File: config.mk
export PLATFORM = sky130hd
export DESIGN_NAME = fmes_sequencer
export DESIGN_NICKNAME = d
export VERILOG_FILES = /design/src/fmes_pkg.sv /design/src/fmes_sequencer.sv
export SDC_FILE = /design/constraint.sdc
export NUM_CORES = 1
export LEC_CHECK = 0
export ABC_AREA = 1
export BUFFER_PORTS_ARGS = -buffer_cell sky130_fd_sc_hd__buf_2
export CAP_MARGIN = 10
export CELL_PAD_IN_SITES_DETAIL_PLACEMENT = 0
export CELL_PAD_IN_SITES_GLOBAL_PLACEMENT = 1
export CORE_MARGIN = 2
export CORE_UTILIZATION = 30
export DETAILED_ROUTE_END_ITERATION = 12
export PLACE_DENSITY_LB_ADDON = 0.3
export SYNTH_ARGS = -nofsm -noshare
export SYNTH_HDL_FRONTEND = slang
export SYNTH_SLANG_ARGS = --single-unit
File: constraint.sdc
create_clock -name clock -period 1.4 [get_ports clock]
set_input_delay 0.07 -clock clock [delete_from_list [all_inputs] [get_ports clock]]
set_output_delay 0.07 -clock clock [all_outputs]
set_load 0.02 [all_outputs]
File: src/fmes_pkg.sv
// Package with register map, field positions and timing counts for the erase sequencer.
package fmes_pkg;
   localparam logic [15:0] NVM_CONTROL_ADDR   = 16'hFE07;
   localparam logic [15:0] BLOCK_PROTECT_ADDR = 16'hFF7E;
   localparam logic [15:0] FLASH_DEFAULT_ADDR = 16'h8000;
   localparam int          ARRAY_CLEAR_BIT    = 1;
   localparam int          WHOLE_ARRAY_BIT    = 2;
   localparam int          HV_ENABLE_BIT      = 3;
   localparam logic [7:0]  PROTECT_NONE       = 8'hFF;
   localparam logic [7:0]  CTRL_IDLE          = 8'h00;
   localparam logic [7:0]  ARM_DATA           = 8'h00;
   localparam int          CLOCK_MHZ          = 40;
   localparam int          CLOCK_NS           = 25;
   localparam int          SETUP_DELAY_US     = 10;
   localparam int          ERASE_HOLD_MS      = 4;
   localparam int          HV_HOLD_US         = 100;
   localparam int          RECOVERY_US        = 1;
   localparam int          SETUP_CYCLES       = SETUP_DELAY_US * CLOCK_MHZ;
   localparam int          ERASE_CYCLES       = ERASE_HOLD_MS * 1000 * CLOCK_MHZ;
   localparam int          HV_HOLD_CYCLES     = HV_HOLD_US * CLOCK_MHZ;
   localparam int          RECOVERY_CYCLES    = RECOVERY_US * CLOCK_MHZ;
   localparam int          TIMER_W            = 18;

   // One bus request toward the device.
   typedef struct packed {
      logic        valid;
      logic        write;
      logic [15:0] addr;
      logic [7:0]  wdata;
   } fmes_bus_s;

   typedef enum logic [3:0] {
      ST_IDLE, ST_SELECT, ST_READ_PROT, ST_CHECK, ST_ARM, ST_SETUP, ST_HV_ON,
      ST_ERASE, ST_DESELECT, ST_HV_HOLD, ST_HV_OFF, ST_RECOVER, ST_DONE
   } fmes_state_e;
endpackage

File: src/fmes_sequencer.sv
// Host-side controller that walks the device through a whole-array erase.
`timescale 1ns/1ps
// Functional notes
// - Erase starts by setting the array clear and whole array select bits together.
// - The block protect register is read after the select bits are set.
// - A write of any value to a flash address arms the erase.
// - At least the setup delay passes after arming before high voltage is enabled.
// - High voltage stays on for at least the erase hold time before the selects clear.
// - The select bits are cleared while high voltage is still enabled.
// - At least the hv hold time passes after deselect before high voltage is cleared.
// - The erase is driven from outside the flash array, never by code fetched from it.
// - Steps go out in order and unrelated bus traffic between them is harmless.
// - In failed-security monitor mode the arming write goes to the protect register.
module fmes_sequencer (
   input  wire logic              clock,
   input  wire logic              arst_n,
   input  wire logic              start,
   input  wire logic              monitor_locked,
   input  wire logic [15:0]       flash_addr,
   input  wire logic              bus_ready,
   input  wire logic [7:0]        bus_rdata,
   output fmes_pkg::fmes_bus_s    bus_req,
   output logic                   busy,
   output logic                   done,
   output logic                   protect_error
);
   fmes_pkg::fmes_state_e                state, next_state;
   logic [fmes_pkg::TIMER_W-1:0]         timer, next_timer;
   fmes_pkg::fmes_bus_s                  next_bus_req;
   logic                                 next_busy, next_done, next_protect_error;
   logic [15:0]                          arm_addr;
   logic [7:0]                           sel_bits, hv_bits;
   logic                                 step_taken, wait_over;
   fmes_pkg::fmes_bus_s                  select_req, protect_read_req, arm_req;
   fmes_pkg::fmes_bus_s                  hv_on_req, deselect_req, hv_off_req;

   // Control values assembled from the field positions.
   always_comb begin
      sel_bits = fmes_pkg::CTRL_IDLE;
      sel_bits[fmes_pkg::ARRAY_CLEAR_BIT] = 1'b1;
      sel_bits[fmes_pkg::WHOLE_ARRAY_BIT] = 1'b1;
      hv_bits = fmes_pkg::CTRL_IDLE;
      hv_bits[fmes_pkg::HV_ENABLE_BIT] = 1'b1;
      // A locked monitor session cannot arm through the array itself.
      arm_addr = monitor_locked ? fmes_pkg::BLOCK_PROTECT_ADDR : flash_addr;
   end

   // Every request the sequence can issue, built once so the state machine
   // below only chooses among them; each carries a single byte.
   always_comb begin
      // Both select bits set in one control write.
      select_req = '0;
      select_req.valid = 1'b1;
      select_req.write = 1'b1;
      select_req.addr = fmes_pkg::NVM_CONTROL_ADDR;
      select_req.wdata = sel_bits;
      // Protect register read; the data byte is a don't-care.
      protect_read_req = '0;
      protect_read_req.valid = 1'b1;
      protect_read_req.write = 1'b0;
      protect_read_req.addr = fmes_pkg::BLOCK_PROTECT_ADDR;
      protect_read_req.wdata = fmes_pkg::ARM_DATA;
      // Arming write; the device ignores the data byte.
      arm_req = '0;
      arm_req.valid = 1'b1;
      arm_req.write = 1'b1;
      arm_req.addr = arm_addr;
      arm_req.wdata = fmes_pkg::ARM_DATA;
      // High voltage on with both selects kept set.
      hv_on_req = '0;
      hv_on_req.valid = 1'b1;
      hv_on_req.write = 1'b1;
      hv_on_req.addr = fmes_pkg::NVM_CONTROL_ADDR;
      hv_on_req.wdata = sel_bits | hv_bits;
      // Selects cleared while high voltage stays on.
      deselect_req = '0;
      deselect_req.valid = 1'b1;
      deselect_req.write = 1'b1;
      deselect_req.addr = fmes_pkg::NVM_CONTROL_ADDR;
      deselect_req.wdata = hv_bits;
      // Everything off; the protect abort reuses this write.
      hv_off_req = '0;
      hv_off_req.valid = 1'b1;
      hv_off_req.write = 1'b1;
      hv_off_req.addr = fmes_pkg::NVM_CONTROL_ADDR;
      hv_off_req.wdata = fmes_pkg::CTRL_IDLE;
   end

   // Acceptance of the standing request and end of the current wait.
   assign step_taken = bus_req.valid && bus_ready;
   assign wait_over  = (timer == '0);

   // Sequence: each bus step is held until the device takes it, so stalls
   // from unrelated traffic on the device side only stretch the waits.
   always_comb begin
      next_state = state;
      next_timer = timer;
      next_bus_req = bus_req;
      next_busy = busy;
      next_done = 1'b0;
      next_protect_error = protect_error;
      // The timer only counts down; each wait state reloads it as it begins.
      if (!wait_over) begin
         next_timer = timer - 1'b1;
      end
      case (state)
         // Start is honoured only here, so a start while busy is ignored.
         fmes_pkg::ST_IDLE: begin
            next_bus_req.valid = 1'b0;
            next_busy = 1'b0;
            if (start) begin
               next_busy = 1'b1;
               next_protect_error = 1'b0;
               next_bus_req = select_req;
               next_state = fmes_pkg::ST_SELECT;
            end
         end
         // The protect read follows the select write directly.
         fmes_pkg::ST_SELECT: begin
            if (step_taken) begin
               next_bus_req = protect_read_req;
               next_state = fmes_pkg::ST_READ_PROT;
            end
         end
         // A protected block would make the device ignore the erase, so back out
         // and leave the control register cleared rather than half armed.
         fmes_pkg::ST_READ_PROT: begin
            if (step_taken) begin
               if (bus_rdata != fmes_pkg::PROTECT_NONE) begin
                  next_protect_error = 1'b1;
                  next_bus_req = hv_off_req;
                  next_state = fmes_pkg::ST_DONE;
               end else begin
                  next_bus_req = arm_req;
                  next_state = fmes_pkg::ST_ARM;
               end
            end
         end
         // The arming write is taken; the setup wait is counted from the edge that takes it.
         fmes_pkg::ST_ARM: begin
            if (step_taken) begin
               next_bus_req.valid = 1'b0;
               next_timer = fmes_pkg::TIMER_W'(fmes_pkg::SETUP_CYCLES);
               next_state = fmes_pkg::ST_SETUP;
            end
         end
         // High voltage goes on with the selects still set, never before setup ends.
         fmes_pkg::ST_SETUP: begin
            if (wait_over) begin
               next_bus_req = hv_on_req;
               next_state = fmes_pkg::ST_HV_ON;
            end
         end
         // Erase time is counted from the edge that took the high voltage write.
         fmes_pkg::ST_HV_ON: begin
            if (step_taken) begin
               next_bus_req.valid = 1'b0;
               next_timer = fmes_pkg::TIMER_W'(fmes_pkg::ERASE_CYCLES);
               next_state = fmes_pkg::ST_ERASE;
            end
         end
         // The selects drop while high voltage is still on, after the erase time.
         fmes_pkg::ST_ERASE: begin
            if (wait_over) begin
               next_bus_req = deselect_req;
               next_state = fmes_pkg::ST_DESELECT;
            end
         end
         // The hold time is counted from the edge that took the deselect write.
         fmes_pkg::ST_DESELECT: begin
            if (step_taken) begin
               next_bus_req.valid = 1'b0;
               next_timer = fmes_pkg::TIMER_W'(fmes_pkg::HV_HOLD_CYCLES);
               next_state = fmes_pkg::ST_HV_HOLD;
            end
         end
         fmes_pkg::ST_HV_HOLD: begin
            if (wait_over) begin
               next_bus_req = hv_off_req;
               next_state = fmes_pkg::ST_HV_OFF;
            end
         end
         // Recovery is counted from the edge that took the final control write.
         fmes_pkg::ST_HV_OFF: begin
            if (step_taken) begin
               next_bus_req.valid = 1'b0;
               next_timer = fmes_pkg::TIMER_W'(fmes_pkg::RECOVERY_CYCLES);
               next_state = fmes_pkg::ST_RECOVER;
            end
         end
         // Done is held back until the array can be read again, so a caller may
         // fetch from flash as soon as it sees the pulse.
         fmes_pkg::ST_RECOVER: begin
            if (wait_over) begin
               next_busy = 1'b0;
               next_done = 1'b1;
               next_state = fmes_pkg::ST_IDLE;
            end
         end
         // Abort path: once the clearing write is taken, report with the error flag.
         fmes_pkg::ST_DONE: begin
            if (step_taken) begin
               next_bus_req.valid = 1'b0;
               next_busy = 1'b0;
               next_done = 1'b1;
               next_state = fmes_pkg::ST_IDLE;
            end
         end
         default: begin
            next_state = fmes_pkg::ST_IDLE;
         end
      endcase
   end

   // State registers; reset leaves the bus idle and every output low.
   always_ff @(posedge clock or negedge arst_n) begin
      if (!arst_n) begin
         state <= fmes_pkg::ST_IDLE;
         timer <= '0;
         bus_req <= '0;
         busy <= 1'b0;
         done <= 1'b0;
         protect_error <= 1'b0;
      end else begin
         state <= next_state;
         timer <= next_timer;
         bus_req <= next_bus_req;
         busy <= next_busy;
         done <= next_done;
         protect_error <= next_protect_error;
      end
   end
endmodule

Word level (Yosys, flattened, before mapping)
Index checks and enable logic that the tools add are counted.

storage, ports and cells
  output and inout bits = 29
  bits in registers = 51
  word-level logic and storage cells = 90

cells by class
  muxes and demuxes = 41
  add/subtract/negate cells = 1
  equality and inequality tests = 26
  reduce and logical (&&, ||, !) cells = 13

operator list
  kind                   number
  $mux 26                6
  $pmux 25 s6            1
  $mux 18                5
  $pmux 18 s4            1
  $mux 4                 13
  $pmux 4 s12            1
  $ne 2x2->1 const B     13
  $mux 24                1
  $eq 4x4->1 const B     5
  $logic_not 18->1       1
  $sub 18x1->18 const B  1
  $eq 4x3->1 const B     4
  $mux 16                1
  $reduce_and 7->1       2
  $reduce_and 12->1      1
  $mux 1                 8
  $ne 8x8->1 const B     1
  $pmux 1 s7             1
  $reduce_bool 7->1      1
  $reduce_bool 6->1      1
  $reduce_or 5->1        1
  $eq 4x1->1 const B     1
  $eq 4x2->1 const B     1
  $logic_not 4->1        1
  other kinds (8)        9

Logic depth before layout (Yosys ltp)
  word-level depth = 4
  mapped depth = 13

Least setup slack after synthesis
OpenSTA, ideal clock, no wires.

  kind = register to register
  from = register timer[0] (netlist name)
  to = register bus_req[2] (netlist name)
  data required time = 1283 ps
  clock period less this slack = 1540 ps
  buffers on the path = 1
  stages on the path, launching flop included = 13
  setup time = 117 ps
  arrival time = 1423 ps
  slack = -140 ps
  path through = dfrtp_1 inv_1 ha_1 nand2_1 nor2_1 nand3_2 nand2_2 nand3_4 inv_2 nand2_2 buf_6 nand2_1 nand2_1

on the way
  word-level cells in the longest chain between the ends = 3
  elaborated cells on any way between the ends = 5
  those cells by class = 3 x eq/ne; 2 x reduce/logical

RTL lines
  item                            line                   RTL
  start: declaration              fmes_sequencer.sv:28   logic [fmes_pkg::TIMER_W-1:0] timer, next_timer;
  start signal: assignment        fmes_sequencer.sv:226  timer <= next_timer;
  $logic_not 18->1 (*)            fmes_sequencer.sv:91   assign wait_over = (timer == '0);
  $ne 2x2->1 (no line)            n/a
  $reduce_and 7->1 (no line) (*)  n/a
  end signal: assignment          fmes_sequencer.sv:227  bus_req <= next_bus_req;
  end: declaration                fmes_sequencer.sv:22   output fmes_pkg::fmes_bus_s bus_req,

Every way passes the cells marked *; elsewhere a longest branch is shown, timed or not.
A chain may end at the register's enable or synchronous reset.

Final worst setup path
  from = register timer[1] (netlist name)
  to = register timer[9] (netlist name)

on the way
  word-level cells in the longest chain between the ends = 4
  elaborated cells on any way between the ends = 8
  those cells by class = 1 x add/sub; 6 x mux; 1 x reduce/logical

RTL lines
  item                                                      line                                         RTL
  $sub 18x1->18 / $logic_not 18->1 (equally long branches)  fmes_sequencer.sv:104, fmes_sequencer.sv:91
  $mux 18 (*)                                               fmes_sequencer.sv:103                        if (!wait_over) begin
  $mux 18 (on tied branches)                                n/a
  $pmux 18 s4 (*)                                           fmes_sequencer.sv:106                        case (state)
  named net next_timer, one bit                             fmes_sequencer.sv:28

The timed path passes the listed nets; every way through them passes the cells marked *.

==> reports/qor.yml <==
grt_max_degree: 29
power_frac_comb: 0.703
dieArea_mm2: 0.01071
clkSinkCount: 45
grt_setup_unrepaired: "yes"
crit_path_cell_trace: "inv_2, ha_4, nand2_2, nor2_4, nand3_2, buf_4, bufbuf_16, nand4_1, a21oi_1"
ir_drop_v: 0.001355
period_needed_ns: 1.580
dpl_worst_slack_ns: -0.2600
drive_gt1_frac: 0.4867
top_usage_layer: "met2"
required_ns: 1.59
place_area_mm2: 0.004020
cts.htree.levels: 2
setup_viol: 45
tns_ns: -5.598
wire_per_inst_um: 13.09
internal_power_mw: 5.645
holdWs_ns: 0.1479
async_flop_share: 1.000
final_antenna_net_count: 0
dr.pass1.iters: 4
synth.area.mux_share: 0
postSynthAreaPerCell_um2: 7.192
drv_cap: 0
antenna_found_initial: 0
critPathSlowestCell: "dfrtp_1"
critPathMaxStageDelay_ns: 0.41
grtUsageMet3: 0.02517
vias: 3117
grt_pass1_wl_um: 15350
p_leak_nw: 2.402
utilization: 0.4766
num_antenna_cells: 0
synth_top_cell_area_share: 0.3791
clockPowerShare: 0.081
initial_core_util: 0.3067
synth_top_family_by_area: "simple AND/OR/NAND/NOR gates"
drc: 0
cts_made_buffers: 5
clockBufferDepth: 2
place_congestion: 0.8535
port_buffers: 52
dp_hpwl_um: 6730
final_cell_count_no_fill: 698
die_w_um: 103.5
finalHoldViolCount: 0
layout.nets: 595
yosysMostFrequentCell: "nand2_1"
synth_compound_area_frac: 0.07582
met1_usage: 0.2273
min_path_type: "input port to register"
totalPowerFinal_mw: 10.71
syn_inst: 413
first_iter_violations: 125
outcome: "finished, violations left"
clk_pin_slew_ns: 0.10
cp_top_family: "buffers and inverters"
path_class: "register to register"
synthAdderAreaFrac: 0.008425
synth_ff_type: "dfrtp_1"
use_met2: 0.3027
die_h_um: 103.5
p_switching_mw: 5.068
track_usage: 0.1741
ys_ff_latch: 45
grt_pass1_vias: 3190
core_area_mm2: 0.009684
yosys_warnings: 0
p_seq_frac: 0.216
final_area_mm2: 0.004616
num_io_pins: 58
synth_edf_count: 0
finClkSkew_ns: 0.007415
synth_commonest_cells: "nand2_1, nor2_1, dfrtp_1"
path_buf_inv: 3
vias_per_cell: 4.466
synth_seq_area_share: 0.3791
clock_latency_ns: 0.30
std_cell_rows: 36
finalWorstSetupSlack_ns: -0.1803
endpoint_kind: "register"
maxSlewViolCount: 0
failed_checks: "negative setup slack"
fin_crit_sh: 1.129
wl_um: 9139
syn2layout_area_growth_pct: 55.39
power_density_mw_per_mm2: 2321
synthXorXnorAreaFrac: 0.01769
synth_top_cell_by_area: "dfrtp_1"
cp_max_fo: 5
synth.distinct_cells: 37
arrival_ns: 1.77
cts_tree: "done"
switching_share: 0.4731
synth_simple_gate_area_frac: 0.4183
dpl.cell_count: 675
cts-root-buf: "clkbuf_8"
cp-start-kind: "register"
synth_area_leaders: "dfrtp_1, nand2_1, nand3_1, nor2_1, inv_1"
syn_area_mm2: 0.002970
overflow: 0
fmax_ghz: 0.6328
[flip-flops by register name, summed over array words and instances (netlist names)]
signal         cells
done               1
protect_error      1
busy               1
timer             18
bus_req           20
state              4
[cells by family (layout without fill, tap and decap cells)]
kind of cell | count (synthesis) | in the layout
other | 1 | 5
xor gates and xnor gates | 6 | 6
DFF | 45 | 45
buffers and inverters | 55 | 203
and+or+nand+nor | 266 | 266
adders and majority gates | 2 | 2
AOI/OAI and AO/OA | 38 | 38
[power groups by stage]
stage               registers [mW]  logic (mW)  clock network [mW]
finish                        2.32        7.53               0.868
global placement              2.27        6.43                   0
floorplan                     2.62        3.67                   0
detailed placement            2.28        6.51                   0
CTS                           2.30        7.30               0.914
global route                  2.38        8.25               0.973
[placed cells by master, fill, tap and decap left out, types with 5 or more instances in the layout]
| master | instances |
|---|---|
| nor2_2 | 12 |
| buf_6 | 7 |
| conb_1 | 5 |
| nor2_4 | 18 |
| dfrtp_1 | 43 |
| nand3_1 | 36 |
| nand2_2 | 26 |
| inv_2 | 10 |
| o21ai_0 | 7 |
| clkbuf_8 | 5 |
| nand4_1 | 6 |
| buf_2 | 52 |
| nor2_1 | 26 |
| inv_1 | 21 |
| nand2_4 | 6 |
| a21oi_1 | 12 |
| nand3_2 | 7 |
| buf_4 | 93 |
| nand2_1 | 115 |
[final cells by class]
type	instances	area [um^2]
timing repair buffer	159	1175
fill	959	5069
tap	133	166.4
clock inverter	3	25.02
clock buffer	5	68.82
sequential	45	1129
multi-input combinational	317	1904
inverter	36	147.6
[worst reg2reg max path, cell delays in order, from the launching register on]
cell	delay (ns)
dfrtp_1	0.41
inv_2	0.08
ha_4	0.13
nand2_2	0.06
nor2_4	0.11
nand3_2	0.10
buf_4	0.16
bufbuf_16	0.27
nand4_1	0.08
a21oi_1	0.07
[worst paths after layout]
| check | depth (start not counted) | from | slack [ns] | to |
|---|---|---|---|---|
| worst min register to register | 2 | bus_req[9] | 0.48 | bus_req[9] |
| worst min-delay path | 5 | flash_addr[7] | 0.15 | bus_req[15] |
| min in group asynchronous | 2 | arst_n | 0.25 | timer[0] |
| max in group asynchronous | 3 | arst_n | 0.64 | bus_req[10] |
| worst max register to register | 9 | timer[1] | -0.18 | timer[9] |
| worst max-delay path | 9 | timer[1] | -0.18 | timer[9] |
[layer usage]
layer  wire [um]  share of wire  vias to the layer above
met1        4251           0.47                     1454
met4         104          0.011                        0
li1            -              -                     1607
met5           0              0                        -
met2        4548           0.50                       50
met3         235          0.026                        6
[timing repair]
action,in CTS,in global routing
gates cloned,1,0
pin swaps,15,15
hold buffers,1,0
buffers inserted,14,2
setup endpoints to repair,45,45
resized for setup,76,27
endpoints found under the hold margin,17,0
(Power assumes the default switching activity.)
